===== src/verilog/eio_defines.svh =====
// constants of the eight channel io readout unit
//////////////////////////////////////////////////////////////////////
//////////////////////////////////////////////////////////////////////
`ifndef EIO_DEFINES_SVH
`define EIO_DEFINES_SVH

// byte offsets of the single registers
`define EIO_OFF_DIN 8'h00
`define EIO_OFF_DOUT 8'h04
`define EIO_OFF_CONFIG 8'h08
`define EIO_OFF_IRQ_STAT 8'h0C
`define EIO_OFF_IRQ_CLR 8'h10
`define EIO_OFF_IRQ_EN 8'h14
`define EIO_OFF_IN_CHG 8'h18
`define EIO_OFF_OUT_CHG 8'h1C
`define EIO_OFF_AN_CHG 8'h20
// pages of eight words, address bits 7:5
`define EIO_PG_THRESH 3'h2
`define EIO_PG_ANALOG 3'h3
`define EIO_PG_EVENT 3'h4

// field positions
`define EIO_CFG_RATIO_BIT 0
`define EIO_IRQ_IN_BIT 0
`define EIO_IRQ_OUT_BIT 1
`define EIO_IRQ_AN_BIT 2
`define EIO_AN_RAW_LSB 16

// reset values
`define EIO_THRESH_RST 10'h00A
`define EIO_RATIO_RST 1'h0
`define EIO_DOUT_RST 8'h00

// scaling: raw * 1001 / 4096 maps 4095 onto 1000
`define EIO_SCALE_MUL 22'h0003E9
`define EIO_OVERSAMPLE_LAST 2'h3

// timing
`define EIO_CLK_NS 50
`define EIO_DIN_FILT_NS 100000
`define EIO_DIN_FILT_CYC ((`EIO_DIN_FILT_NS + `EIO_CLK_NS - 1) / `EIO_CLK_NS)

`endif


===== src/verilog/eio_pkg.sv =====
// types of the eight channel io readout unit
package eio_pkg;

  // register bus sequence
  typedef enum logic [1:0] {EIO_BUS_IDLE, EIO_BUS_FETCH, EIO_BUS_ACK} eio_bus_state_type;

  // analog scan sequence
  typedef enum logic [1:0] {EIO_ADC_START, EIO_ADC_WAIT, EIO_ADC_STORE, EIO_ADC_CHECK}
    eio_adc_state_type;

  // all state of the top unit
  typedef struct packed {
    eio_bus_state_type bus_st;
    logic ack;
    logic [31:0] dat;
    logic [7:0] dout;
    logic [7:0] din_prev;
    logic ratio;
    logic [2:0] irq_stat;
    logic [2:0] irq_en;
    logic [7:0] in_chg;
    logic [7:0] out_chg;
    logic [7:0] an_chg;
    logic [7:0][9:0] thresh;
    logic [7:0][9:0] evval;
    eio_adc_state_type adc_st;
    logic [2:0] chan;
    logic [11:0] acc;
    logic [1:0] cnt;
  } eio_core_type;

  // state of the input filter
  typedef struct packed {
    logic [7:0] level;
    logic [7:0][11:0] cnt;
  } eio_filt_type;

  // state of the raw value store
  typedef struct packed {
    logic [7:0][11:0] words;
    logic [11:0] rdata;
  } eio_mem_type;

endpackage : eio_pkg


===== src/verilog/eio_io_unit.sv =====
// eight channel io readout unit with wishbone registers
`timescale 1ns/1ns
`include "eio_defines.svh"
// three channel groups sit behind one wishbone register bus:
//   eight filtered digital inputs, eight digital outputs, and
//   eight analog channels that a converter port scans without pause
// each group keeps a sticky per channel change mask and one status bit;
//   the interrupt is high while any enabled status bit is set
// every access is answered two cycles after it is first seen, which
//   gives the raw value store one cycle to bring out its word
// a limitation: the event value of a channel only moves on an event,
//   so a drift that stays within the threshold never raises one
// the reference mode is write only; software must set it after start

module eio_io_unit (
  // clock and reset
  input wire logic clk_i,
  input wire logic rst_i,
  // wishbone slave
  input wire logic wb_cyc_i,
  input wire logic wb_stb_i,
  input wire logic wb_we_i,
  input wire logic [7:0] wb_adr_i,
  input wire logic [3:0] wb_sel_i,
  input wire logic [31:0] wb_dat_i,
  output logic [31:0] wb_dat_o,
  output logic wb_ack_o,
  // digital inputs, high while activated
  input wire logic [7:0] din_i,
  // digital outputs, high activates
  output logic [7:0] dout_o,
  // converter port
  output logic adc_start_o,
  output logic [2:0] adc_chan_o,
  output logic adc_ref_ratio_o,
  input wire logic [9:0] adc_sample_i,
  input wire logic adc_valid_i,
  // interrupt
  output logic irq_o
);

  //////////////////////////////////////////////////////////////////////
  // declarations

  eio_pkg::eio_core_type s; // registered state
  eio_pkg::eio_core_type next_s; // next state
  // terms of the bus side
  logic [7:0] din_level; // filtered input levels
  logic [11:0] raw_rd; // raw word for the bus
  logic [31:0] rd; // read value of the addressed register
  logic hit; // address is mapped
  logic [2:0] idx; // channel index of a page access
  logic [2:0] pg; // page of the address
  logic [31:0] bm; // byte lane mask
  logic [31:0] wm; // masked write data
  logic do_wr; // write takes effect now
  logic [31:0] dout_wr; // drive word after the lane merge
  logic [31:0] thr_wr; // threshold word after the lane merge
  // terms of the event side
  logic [7:0] in_clr; // clears of the change masks
  logic [7:0] out_clr;
  logic [7:0] an_clr;
  logic [2:0] irq_clr;
  logic [7:0] in_set; // new change events
  logic [7:0] out_set;
  logic [7:0] an_set;
  // terms of the analog check
  logic [9:0] scaled; // scaled value of the finished sum
  logic [9:0] delta; // move since the last event

  //////////////////////////////////////////////////////////////////////
  // helpers

  // raw to 0..1000; the product peaks at 4099095, below 2**22
  // the result truncates rather than rounds; the error stays below one step
  function automatic logic [9:0] eio_scale(input logic [11:0] raw);
    logic [21:0] p;
    p = {10'h000, raw} * `EIO_SCALE_MUL;
    return p[21:12];
  endfunction : eio_scale

  // keep old bits in lanes that are not selected
  // used for every register whose lanes can be written one at a time
  function automatic logic [31:0] eio_merge(input logic [31:0] cur, input logic [31:0] m,
                                           input logic [31:0] w);
    return (cur & ~m) | w;
  endfunction : eio_merge

  //////////////////////////////////////////////////////////////////////
  // sub blocks

  // input noise filter
  // a level must stand still for the whole filter time before it counts
  eio_din_filter u_filter (
    .clk_i(clk_i),
    .rst_i(rst_i),
    .raw_i(din_i),
    .level_o(din_level)
  );

  // raw value store; bus reads it, the scan writes it
  // written once per channel scan, so a read always sees a whole sum
  eio_raw_mem u_mem (
    .clk_i(clk_i),
    .rst_i(rst_i),
    .we_i(s.adc_st == eio_pkg::EIO_ADC_STORE),
    .waddr_i(s.chan),
    .wdata_i(s.acc),
    .raddr_i(wb_adr_i[4:2]),
    .rdata_o(raw_rd)
  );

  //////////////////////////////////////////////////////////////////////
  // read decode

  // the addressed register, from state only
  always_comb begin
    rd = 32'h0000_0000;
    hit = 1'b1;
    idx = wb_adr_i[4:2];
    pg = wb_adr_i[7:5];
    // single registers sit below the pages; a page of eight words is
    // chosen by address bits 7:5 and its channel by bits 4:2
    case (wb_adr_i)
      `EIO_OFF_DIN: begin
        rd = {24'h00_0000, din_level};
      end
      `EIO_OFF_DOUT: begin
        rd = {24'h00_0000, s.dout};
      end
      `EIO_OFF_CONFIG: begin
        rd = 32'h0000_0000; // mode is not reported back
      end
      `EIO_OFF_IRQ_STAT: begin
        rd = {29'h0000_0000, s.irq_stat};
      end
      `EIO_OFF_IRQ_CLR: begin
        rd = 32'h0000_0000; // write only
      end
      `EIO_OFF_IRQ_EN: begin
        rd = {29'h0000_0000, s.irq_en};
      end
      `EIO_OFF_IN_CHG: begin
        rd = {24'h00_0000, s.in_chg};
      end
      `EIO_OFF_OUT_CHG: begin
        rd = {24'h00_0000, s.out_chg};
      end
      `EIO_OFF_AN_CHG: begin
        rd = {24'h00_0000, s.an_chg};
      end
      default: begin
        if (wb_adr_i[1:0] != 2'h0) begin
          hit = 1'b0; // misaligned
        end else if (pg == `EIO_PG_THRESH) begin
          rd = {22'h00_0000, s.thresh[idx]};
        end else if (pg == `EIO_PG_ANALOG) begin
          rd = {4'h0, raw_rd, 6'h00, eio_scale(raw_rd)};
        end else if (pg == `EIO_PG_EVENT) begin
          rd = {22'h00_0000, s.evval[idx]};
        end else begin
          hit = 1'b0;
        end
      end
    endcase
  end

  //////////////////////////////////////////////////////////////////////
  // write strobes

  // byte lanes and the write moment
  always_comb begin
    bm = {{8{wb_sel_i[3]}}, {8{wb_sel_i[2]}}, {8{wb_sel_i[1]}}, {8{wb_sel_i[0]}}};
    wm = wb_dat_i & bm;
    do_wr = (s.bus_st == eio_pkg::EIO_BUS_FETCH) && wb_we_i && hit;
    in_clr = 8'h00;
    out_clr = 8'h00;
    an_clr = 8'h00;
    irq_clr = 3'h0;
    // merged words; unselected lanes keep their present bits
    dout_wr = eio_merge({24'h00_0000, s.dout}, bm, wm);
    thr_wr = eio_merge({22'h00_0000, s.thresh[idx]}, bm, wm);
    if (do_wr) begin
      // write one to clear; unselected lanes clear nothing
      if (wb_adr_i == `EIO_OFF_IN_CHG) begin
        in_clr = wm[7:0];
      end
      if (wb_adr_i == `EIO_OFF_OUT_CHG) begin
        out_clr = wm[7:0];
      end
      if (wb_adr_i == `EIO_OFF_AN_CHG) begin
        an_clr = wm[7:0];
      end
      if (wb_adr_i == `EIO_OFF_IRQ_CLR) begin
        irq_clr = wm[2:0];
      end
    end
  end

  //////////////////////////////////////////////////////////////////////
  // analog check terms

  // distance of the new sum from the value of the last event
  // the distance is unsigned, so a rise and a fall count alike
  always_comb begin
    scaled = eio_scale(s.acc);
    if (scaled >= s.evval[s.chan]) begin
      delta = scaled - s.evval[s.chan];
    end else begin
      delta = s.evval[s.chan] - scaled;
    end
  end

  //////////////////////////////////////////////////////////////////////
  // next state

  always_comb begin
    next_s = s;
    an_set = 8'h00;

    // bus sequence: one fetch cycle lets the raw store answer
    unique case (s.bus_st)
      eio_pkg::EIO_BUS_IDLE: begin
        if (wb_cyc_i && wb_stb_i) begin
          next_s.bus_st = eio_pkg::EIO_BUS_FETCH;
        end
      end
      eio_pkg::EIO_BUS_FETCH: begin
        // the read word is taken here, a cycle after the address stood
        next_s.bus_st = eio_pkg::EIO_BUS_ACK;
        next_s.ack = 1'b1;
        next_s.dat = wb_we_i ? 32'h0000_0000 : rd;
      end
      eio_pkg::EIO_BUS_ACK: begin
        next_s.bus_st = eio_pkg::EIO_BUS_IDLE;
        next_s.ack = 1'b0;
      end
    endcase

    // plain register writes
    // mode and enable take only lane zero; drive and thresholds merge lanes
    if (do_wr) begin
      if (wb_adr_i == `EIO_OFF_DOUT) begin
        next_s.dout = dout_wr[7:0];
      end
      if (wb_adr_i == `EIO_OFF_CONFIG && wb_sel_i[0]) begin
        next_s.ratio = wb_dat_i[`EIO_CFG_RATIO_BIT];
      end
      if (wb_adr_i == `EIO_OFF_IRQ_EN && wb_sel_i[0]) begin
        next_s.irq_en = wb_dat_i[2:0];
      end
      if (wb_adr_i[7:5] == `EIO_PG_THRESH && wb_adr_i[1:0] == 2'h0) begin
        next_s.thresh[idx] = thr_wr[9:0];
      end
    end

    // scan the channels without pause
    unique case (s.adc_st)
      eio_pkg::EIO_ADC_START: begin
        // the converter takes the request from this one cycle pulse
        next_s.adc_st = eio_pkg::EIO_ADC_WAIT;
      end
      eio_pkg::EIO_ADC_WAIT: begin
        // samples that arrive outside this state are dropped on purpose
        if (adc_valid_i) begin
          // four 10 bit samples sum to 12 bits
          next_s.acc = s.acc + {2'h0, adc_sample_i};
          next_s.cnt = s.cnt + 2'h1;
          if (s.cnt == `EIO_OVERSAMPLE_LAST) begin
            next_s.adc_st = eio_pkg::EIO_ADC_STORE;
          end else begin
            next_s.adc_st = eio_pkg::EIO_ADC_START;
          end
        end
      end
      eio_pkg::EIO_ADC_STORE: begin
        // the finished sum goes into the raw store in this cycle
        next_s.adc_st = eio_pkg::EIO_ADC_CHECK;
      end
      eio_pkg::EIO_ADC_CHECK: begin
        // strictly more than the threshold raises the event
        // the stored event value is the reference for the next move
        if (delta > s.thresh[s.chan]) begin
          next_s.evval[s.chan] = scaled;
          an_set[s.chan] = 1'b1;
        end
        next_s.chan = s.chan + 3'h1; // wraps after seven
        next_s.acc = 12'h000;
        next_s.cnt = 2'h0;
        next_s.adc_st = eio_pkg::EIO_ADC_START;
      end
    endcase

    // change events; a set in the clearing cycle wins
    // so software that clears a bit just as a new event comes in
    // still sees that event instead of losing it
    in_set = din_level ^ s.din_prev;
    out_set = next_s.dout ^ s.dout;
    next_s.din_prev = din_level;
    next_s.in_chg = (s.in_chg & ~in_clr) | in_set;
    next_s.out_chg = (s.out_chg & ~out_clr) | out_set;
    next_s.an_chg = (s.an_chg & ~an_clr) | an_set;
    next_s.irq_stat = s.irq_stat & ~irq_clr;
    next_s.irq_stat[`EIO_IRQ_IN_BIT] = next_s.irq_stat[`EIO_IRQ_IN_BIT] | (|in_set);
    next_s.irq_stat[`EIO_IRQ_OUT_BIT] = next_s.irq_stat[`EIO_IRQ_OUT_BIT] | (|out_set);
    next_s.irq_stat[`EIO_IRQ_AN_BIT] = next_s.irq_stat[`EIO_IRQ_AN_BIT] | (|an_set);
  end

  //////////////////////////////////////////////////////////////////////
  // state register

  // reset values; thresholds start at their default
  // the scan starts at channel zero in the first cycle after reset
  always_ff @(posedge clk_i) begin
    if (rst_i) begin
      s <= '0;
      s.bus_st <= eio_pkg::EIO_BUS_IDLE;
      s.adc_st <= eio_pkg::EIO_ADC_START;
      s.dout <= `EIO_DOUT_RST;
      s.ratio <= `EIO_RATIO_RST;
      for (int i = 0; i < 8; i++) begin
        s.thresh[i] <= `EIO_THRESH_RST;
      end
    end else begin
      s <= next_s;
    end
  end

  //////////////////////////////////////////////////////////////////////
  // outputs

  // both bus outputs come straight from flip-flops
  assign wb_dat_o = s.dat;
  assign wb_ack_o = s.ack;
  assign dout_o = s.dout;
  // start is a decode of the scan state, high one cycle per sample
  assign adc_start_o = (s.adc_st == eio_pkg::EIO_ADC_START);
  assign adc_chan_o = s.chan;
  assign adc_ref_ratio_o = s.ratio;
  // a level; it falls only when software clears or masks the status
  assign irq_o = |(s.irq_stat & s.irq_en);

endmodule : eio_io_unit


===== src/verilog/eio_din_filter.sv =====
// noise filter for the eight digital inputs
`timescale 1ns/1ns
`include "eio_defines.svh"

module eio_din_filter (
  // clock and reset
  input wire logic clk_i,
  input wire logic rst_i,
  // raw pins, high while activated
  input wire logic [7:0] raw_i,
  // filtered levels
  output logic [7:0] level_o
);

  localparam logic [11:0] FILT_LAST = 12'(`EIO_DIN_FILT_CYC - 1);

  eio_pkg::eio_filt_type s; // registered state
  eio_pkg::eio_filt_type next_s; // next state

  // a level is taken only after it stood still for the whole filter time
  always_comb begin
    next_s = s;
    for (int i = 0; i < 8; i++) begin
      if (raw_i[i] == s.level[i]) begin
        next_s.cnt[i] = 12'h000; // glitch ends, restart
      end else if (s.cnt[i] == FILT_LAST) begin
        next_s.level[i] = raw_i[i];
        next_s.cnt[i] = 12'h000;
      end else begin
        next_s.cnt[i] = s.cnt[i] + 12'h001;
      end
    end
  end

  // state register
  always_ff @(posedge clk_i) begin
    if (rst_i) begin
      s <= '0;
    end else begin
      s <= next_s;
    end
  end

  assign level_o = s.level;

endmodule : eio_din_filter


===== src/verilog/eio_raw_mem.sv =====
// store of the eight raw analog values
`timescale 1ns/1ns

module eio_raw_mem (
  // clock and reset
  input wire logic clk_i,
  input wire logic rst_i,
  // write port
  input wire logic we_i,
  input wire logic [2:0] waddr_i,
  input wire logic [11:0] wdata_i,
  // read port, data one cycle after address
  input wire logic [2:0] raddr_i,
  output logic [11:0] rdata_o
);

  eio_pkg::eio_mem_type s; // registered state
  eio_pkg::eio_mem_type next_s; // next state

  // read first: a read of the word being written sees the old word
  always_comb begin
    next_s = s;
    next_s.rdata = s.words[raddr_i];
    if (we_i) begin
      next_s.words[waddr_i] = wdata_i;
    end
  end

  // state register
  always_ff @(posedge clk_i) begin
    if (rst_i) begin
      s <= '0;
    end else begin
      s <= next_s;
    end
  end

  assign rdata_o = s.rdata;

endmodule : eio_raw_mem


===== config.mk =====
export PLATFORM = sky130hd
export DESIGN_NAME = eio_io_unit
export DESIGN_NICKNAME = d
export VERILOG_FILES = /design/src/verilog/eio_pkg.sv /design/src/verilog/eio_io_unit.sv /design/src/verilog/eio_din_filter.sv /design/src/verilog/eio_raw_mem.sv
export VERILOG_INCLUDE_DIRS = /design/src /design/src/verilog
export SDC_FILE = /design/constraint.sdc
export NUM_CORES = 1
export LEC_CHECK = 0
export ABC_AREA = 1
export BUFFER_PORTS_ARGS = -buffer_cell sky130_fd_sc_hd__buf_2
export CAP_MARGIN = 0
export CORE_ASPECT_RATIO = 1.75
export CORE_MARGIN = 8
export CORE_UTILIZATION = 45
export CTS_BUF_LIST = sky130_fd_sc_hd__clkbuf_16
export DETAILED_ROUTE_END_ITERATION = 12
export HOLD_SLACK_MARGIN = 0.08
export PLACE_DENSITY = 0.6
export SLEW_MARGIN = 10
export SYNTH_ARGS = -nofsm -noshare
export SYNTH_HDL_FRONTEND = slang
export SYNTH_SLANG_ARGS = --single-unit

===== constraint.sdc =====
create_clock -name clk_i -period 17.3 [get_ports clk_i]
set_input_delay 0.865 -clock clk_i [delete_from_list [all_inputs] [get_ports clk_i]]
set_output_delay 0.865 -clock clk_i [all_outputs]
set_load 0.05 [all_outputs]

==> metrics.cfg, run 1 <==
[outcome]
status=finished, final reports clean

[setup_path]
cpMaxStageDelayCell=xor2_1
arrival_ns=10.25
cp.required_ns=17.81
path_class=reg -> reg
crit_path_end_kind=flop
crit_top_cell=nand2_1
critPathLaunchType=flop
cpPeakStageDelay_ns=0.84
cp_max_fo=16

[global_route]
grt_start_max_net_pins=111
globalRouteMet1Util=0.262
antenna_found_initial=3
met3_usage=0.0268
overflow=0
top_usage_layer=met2
grt_pass1_vias=24600
grt_pass1_wl_um=134000
grt_usage=0.238
grtUsageMet2=0.430

[sta]
skew_ns=0.0203
fin_ws_ns=7.55
max_freq_mhz=103
fin_setup_tns_ns=0
rsz0062_at_grt=no
post-route-period-util=0.563
slew_headroom=0.226
hold_viol=0
fin_crit_ns=9.75
setup_violations=0
slew_viol_final=0
tightest_slew_ns=1.16
timing.hold.ws_ns=0.448

[detailed_routing]
vias=25000
wl_per_cell_um=18.9
wl_um=85900
drc_errors=0
dr.pass1.iters=6
ant_nets=0
avgViaCountPerCell=5.50
drtIter0Drc=1598

[synth]
ys_warn_count=0
netlist_instances=3745
avgSynthCellArea_um2=7.43
ys_async_sr_fraction=0
synth_enable_flop_cells=0
synthFlopType=dfxtp_1
synth-seq-cells=463
seq_area_frac_synth=0.333
netlist_area_um2=27800
synth.distinct_cells=61

[clocking]
clk_path_buf_depth=3
cts-root-buf=clkbuf_16
numCtsBuffers=46
hold_buffers=0
cts_num_sinks=463
cts_resized=0
post_cts_buffers=0
clk_pin_slew_ns=0.06
htree_num_levels=2
cts_tree=yes
clk_latency_ns=0.60

[floorplanning]
die_y_um=345
rows=120
start_util=0.454
core_um2=61300
dieWidth_um=204
ios=115
dieArea_um2=70400

[run]
drv_cap=0

[cells_and_area]
layout_common_cells=633 x nand2_1, 471 x inv_1, 463 x dfxtp_1
multi_input_area_um2=15800
area_growth_pct=7.69
fin_nets=4068
seqCellArea_um2=9270
layout_commonest_cell=nand2_1
drive_gt1_frac=0.0597
fillers=6240

[placement]
dp_hpwl_um=61600
place_ws_ns=7.41
gp_congestion=0.908
portBuffers=80

[worst_hold_path]
hold_class=reg -> reg

[power_and_ir_drop]
ir_drop_v=0.0000698
p_leak_nw=13.1
power_w=0.00270
power.density_nw_per_um2=90.2

==> path summary, 6_finish.rpt <==
| check | start | end | slack [ns] | depth (start not counted) |
|---|---|---|---|---|
| setup / recovery | s[3] | s[92] | 7.55 | 35 |
| hold / removal | u_filter.s[36] | u_filter.s[36] | 0.45 | 1 |
| setup reg to reg | s[3] | s[92] | 7.55 | 35 |
| hold reg to reg | u_filter.s[36] | u_filter.s[36] | 0.45 | 1 |
==> cell usage after synthesis (3+ instances only) <==
master     number  area share
nand2_1       633       0.085
dfxtp_1       463        0.33
inv_1         461       0.062
a21oi_1       420       0.076
o21ai_0       329       0.059
nor2_1        323       0.044
ha_1          185       0.083
nand3_1       175       0.031
fa_1           88       0.063
clkbuf_1       85       0.011
buf_4          46       0.012
nor3_1         46      0.0083
o22ai_1        44      0.0099
xor2_1         42       0.013
buf_2          38      0.0068
nand4_1        38      0.0085
a22oi_1        36      0.0097
a221oi_1       31      0.0098
a211oi_1       29      0.0078
xnor2_1        19      0.0060
clkinv_1       18      0.0024
nor3b_1        17      0.0046
o21a_1         17      0.0046
inv_2          13      0.0018
o21bai_1       11      0.0030
a31oi_1        10      0.0022
buf_6           9      0.0036
o211ai_1        9      0.0024
nand4_4         8      0.0061
o2111ai_1       8      0.0025
o31ai_1         8      0.0022
a21o_1          7      0.0019
a41oi_1         7      0.0022
nor4_1          7      0.0016
buf_1           6     0.00081
nor2_2          6      0.0013
o21ai_1         5     0.00090
or2_2           5      0.0011
and3_1          4     0.00090
nand3b_1        4      0.0011
nor3_2          4      0.0014
nand2_2         3     0.00067
nand2_4         3      0.0012
o221ai_1        3     0.00094
or4_1           3     0.00081
==> routing by layer <==
| layer | vias to the layer above | routed length [um] |
|---|---|---|
| met2 | 712 | 43300 |
| met1 | 11700 | 33100 |
| met4 | 0 | 5650 |
| met5 | - | 0 |
| li1 | 12400 | - |
| met3 | 250 | 3870 |
==> worst max-delay path, delay by kind of cell (launching register included) <==
kind	cells	cell delay [ns]
simple gates	15	2.48
fa+ha+maj	8	3.58
flops	1	0.55
buf+inv	7	1.37
compound gates	4	0.77
xor+xnor	1	0.84
==> per-stage QoR <==
| step | cells | cell area [um2] | utilization |
|---|---|---|---|
| finish | 4549 | 30000 | 0.489 |
| global route | 4549 | 30000 | 0.489 |
| CTS | 4547 | 30000 | 0.489 |
| detailed placement | 4472 | 28500 | 0.466 |
| global placement | 4472 | 28500 | 0.466 |
| floorplan | 3754 | 27900 | - |
==> logic make-up after synthesis <==
group / synth area share
DFF: 0.333
and+or+nand+nor: 0.201
adders and majority gates: 0.146
xor gates and xnor gates: 0.0192
buffers and inverters: 0.103
AOI/OAI and AO/OA: 0.197
other: 0.000135
muxes: 0.000854
==> state kept, by name, summed over array words and instances, names as in the netlist, 3 cells and up, named ones only <==
name              count
u_mem.rdata_o        12
adc_chan_o            3
dout_o                8
u_filter.s           96
s                   215
u_mem.s              96
u_filter.level_o      8
wb_dat_o             22
==> report_power, final <==
group,leakage (nW),switching [W],total (W),internal [W]
Clock,0.729,0.000448,0.000981,0.000533
Combinational,8.62,0.000428,0.000637,0.000209
Sequential,3.73,0.0000137,0.00109,0.00107
==> area by class of cell <==
cell class,instances,share of cell area
repair buffers,109,0.0207
diodes,2,0.000167
well taps,793,0.0331
flip-flops and latches,463,0.309
clock inverters,29,0.00977
clock buffers,46,0.0384
inverters,496,0.0628
multi-input cells,2611,0.526
No activity file was read; power rests on OpenSTA's default activity.
==> inputs of run 2 (changes only) <==
==> constraint.sdc (replaced) <==
create_clock -name clk_i -period 10 [get_ports clk_i]
set_input_delay 0.5 -clock clk_i [delete_from_list [all_inputs] [get_ports clk_i]]
set_output_delay 0.5 -clock clk_i [all_outputs]
set_load 0.05 [all_outputs]
==> run 2 against run 1 <==
Net effect:
- sequential cell count is the same
- design area increased by 0.48%
- total power is 77% higher
- largest power group unchanged
- utilization up 0.24 points
- combinational power is 76% higher
- die area unchanged
- via count increased by 0.52%
- setup slack got worse by 6.8 ns
- clock-buffer cell count is 1 higher
==> metrics.cfg, run 2 (synthesis gave the netlist of run 1 again) <==
[worst_hold_path]
whs_path_depth=3  ; was 1
min_from=wb_dat_i[3]  ; was u_filter.s[36]
hold_class=in -> reg  ; was reg -> reg
min_to=dout_o[3]  ; was u_filter.s[36]

[cells_and_area]
area_growth_pct=8.22  ; was 7.69%
top_register=s  ; unchanged
largest_register_ffs=215  ; unchanged
layout_common_cells=633 x nand2_1, 469 x inv_1, 463 x dfxtp_1  ; was 633 x nand2_1, 471 x inv_1, 463 x dfxtp_1
layout_commonest_cell=nand2_1  ; unchanged
fin_nets=4076  ; was 4068
drive_gt1_frac=0.0637  ; was 0.0597
top_regs=s: 215 flops, u_filter.s: 96 flops, u_mem.s: 96 flops  ; unchanged
fillers=6301  ; was 6240
multi_input_area_um2=15800  ; about the same
seqCellArea_um2=9270  ; unchanged

[clocking]
cts-root-buf=clkbuf_16  ; unchanged
cts_tree=yes  ; unchanged
htree_num_levels=2  ; unchanged
numCtsBuffers=46  ; unchanged
cts_num_sinks=463  ; unchanged
hold_buffers=0  ; unchanged
clk_latency_ns=0.60  ; about the same
clk_pin_slew_ns=0.07  ; was 0.06 ns
clk_path_buf_depth=3  ; unchanged

[power_and_ir_drop]
power.density_nw_per_um2=159  ; was 90.2 nW/um2
ir_drop_v=0.000115  ; was 0.0000698 V
p_leak_nw=13.2  ; was 13.1 nW

[setup_path]
cpPeakStageDelay_ns=0.58  ; was 0.84 ns
cp_max_fo=16  ; unchanged
cp.required_ns=10.45  ; was 17.81 ns
crit_top_cell=nand2_1  ; unchanged
rrSetupSlack_ns=0.79  ; was 7.55 ns
rr_worst_depth=36  ; was 35
rr_endpoint=s[90]  ; was s[92]
critPathLaunchType=flop  ; unchanged
crit_path_end_kind=flop  ; unchanged
crit_buf_inv=8  ; was 7
path_class=reg -> reg  ; unchanged
cpMaxStageDelayCell=dfxtp_1  ; was xor2_1
arrival_ns=9.67  ; was 10.25 ns
crit_family=adder cells  ; unchanged
r2r_start=s[3]  ; unchanged

[floorplanning]
dieWidth_um=204  ; unchanged
ios=115  ; unchanged
start_util=0.454  ; unchanged
dieArea_um2=70400  ; unchanged
rows=120  ; unchanged
die_y_um=345  ; unchanged
core_um2=61300  ; unchanged

[global_route]
grt_pass1_vias=24600  ; about the same
antenna_found_initial=3  ; unchanged
grt_pass1_wl_um=136000  ; was 134000 um
grt_usage=0.241  ; was 0.238
overflow=0  ; unchanged
grt_start_max_net_pins=103  ; was 111

[detailed_routing]
wl_per_cell_um=19.0  ; was 18.9 um
dr.pass1.iters=5  ; was 6
avgViaCountPerCell=5.51  ; was 5.50
vias=25200  ; was 25.0k
wl_um=86600  ; was 85900 um
drc_errors=0  ; unchanged
drtIter0Drc=1774  ; was 1598
ant_nets=0  ; unchanged

[run]
drv_cap=0  ; unchanged

[outcome]
status=finished, final reports clean  ; unchanged

[placement]
portBuffers=80  ; unchanged
place_ws_ns=0.584  ; was 7.41 ns
dp_hpwl_um=61600  ; about the same
gp_congestion=0.917  ; was 0.908

[sta]
hold_viol=0  ; unchanged
skew_ns=0.0277  ; was 0.0203 ns
slew_viol_final=0  ; unchanged
fin_setup_tns_ns=0  ; unchanged
tightest_slew_ns=1.04  ; was 1.16 ns
fin_ws_ns=0.786  ; was 7.55 ns
slew_headroom=0.290  ; was 0.226
setup_violations=0  ; unchanged
rsz0062_at_grt=no  ; unchanged
post-route-period-util=0.921  ; was 0.563
max_freq_mhz=109  ; was 103 MHz
fin_crit_ns=9.21  ; was 9.75 ns

-- run 2: cell types whose count changed in the layout (fill, tap and decap cells not counted), moves of 2 or more --
| cell | delta |
|---|---|
| bufinv_16 | +3 |
| clkinvlp_4 | +2 |
| clkinv_1 | +3 |
| inv_6 | +3 |
| clkinv_2 | +2 |
| buf_4 | +8 |
| clkinv_16 | -3 |
| inv_1 | -2 |
| clkinv_4 | -2 |
-- run 2: metrics by stage --
step | hold slack (ns) | total power, W | std cells | area (um2) | utilization
after floorplan | 0.417 | 0.00273 | 3754 | 27900 | -
after global placement | 0.430 | 0.00302 | 4480 | 28600 | 0.467
after detailed placement | 0.437 | 0.00303 | 4480 | 28600 | 0.467
after CTS | 0.168 | 0.00484 | 4563 | 30100 | 0.492
after global routing | 0.190 | 0.00506 | 4565 | 30100 | 0.492
final | 0.191 | 0.00480 | 4565 | 30100 | 0.492
-- run 2: cell type report --
cell class,count,share of cell area
Clock buffer,47,0.0390
Multi-Input combinational cell,2611,0.523
Tap cell,793,0.0329
Inverter,496,0.0628
Timing Repair Buffer,117,0.0226
Clock inverter,36,0.0114
Antenna cell,2,0.000166
Sequential cell,463,0.308
-- run 2: how the worst max path moves through the flow --
stage | start | depth (start not counted) | slack [ns] | to
5_1_grt | s[3] | 36 | 0.04 | s[89]
6_report | s[3] | 36 | 0.79 | s[90]
3_3_place_gp | s[3] | 38 | 0.74 | s[97]
4_1_cts | s[3] | 33 | 0.53 | s[90]
2_1_floorplan | s[3] | 37 | 2.18 | s[87]
3_5_place_dp | s[3] | 37 | 0.58 | s[90]
-- run 2: repair_timing --
item	CTS	global route
endpoints found under the setup margin	0	28
setup buffers	0	0
resized for setup	0	3
-- run 2: tightest hold or removal path: cells and delay by family --
family / cells / cell delay, ns
AOI/OAI and AO/OA: 1 / 0.05
and+or+nand+nor: 1 / 0.09
buffers and inverters: 1 / 0.11
-- run 2: layer usage --
layer,wire (um),track usage,vias to the layer above
li1,-,-,12400
met1,33500,0.267,11700
met2,42800,0.428,770
met3,4120,0.0260,279
met4,6260,0.159,0
met5,0,0,-
-- run 2: power breakdown --
group	total (W)	internal [W]	switching, W
clock network	0.00180	0.00101	0.000785
registers	0.00188	0.00186	0.0000237
logic	0.00112	0.000365	0.000753
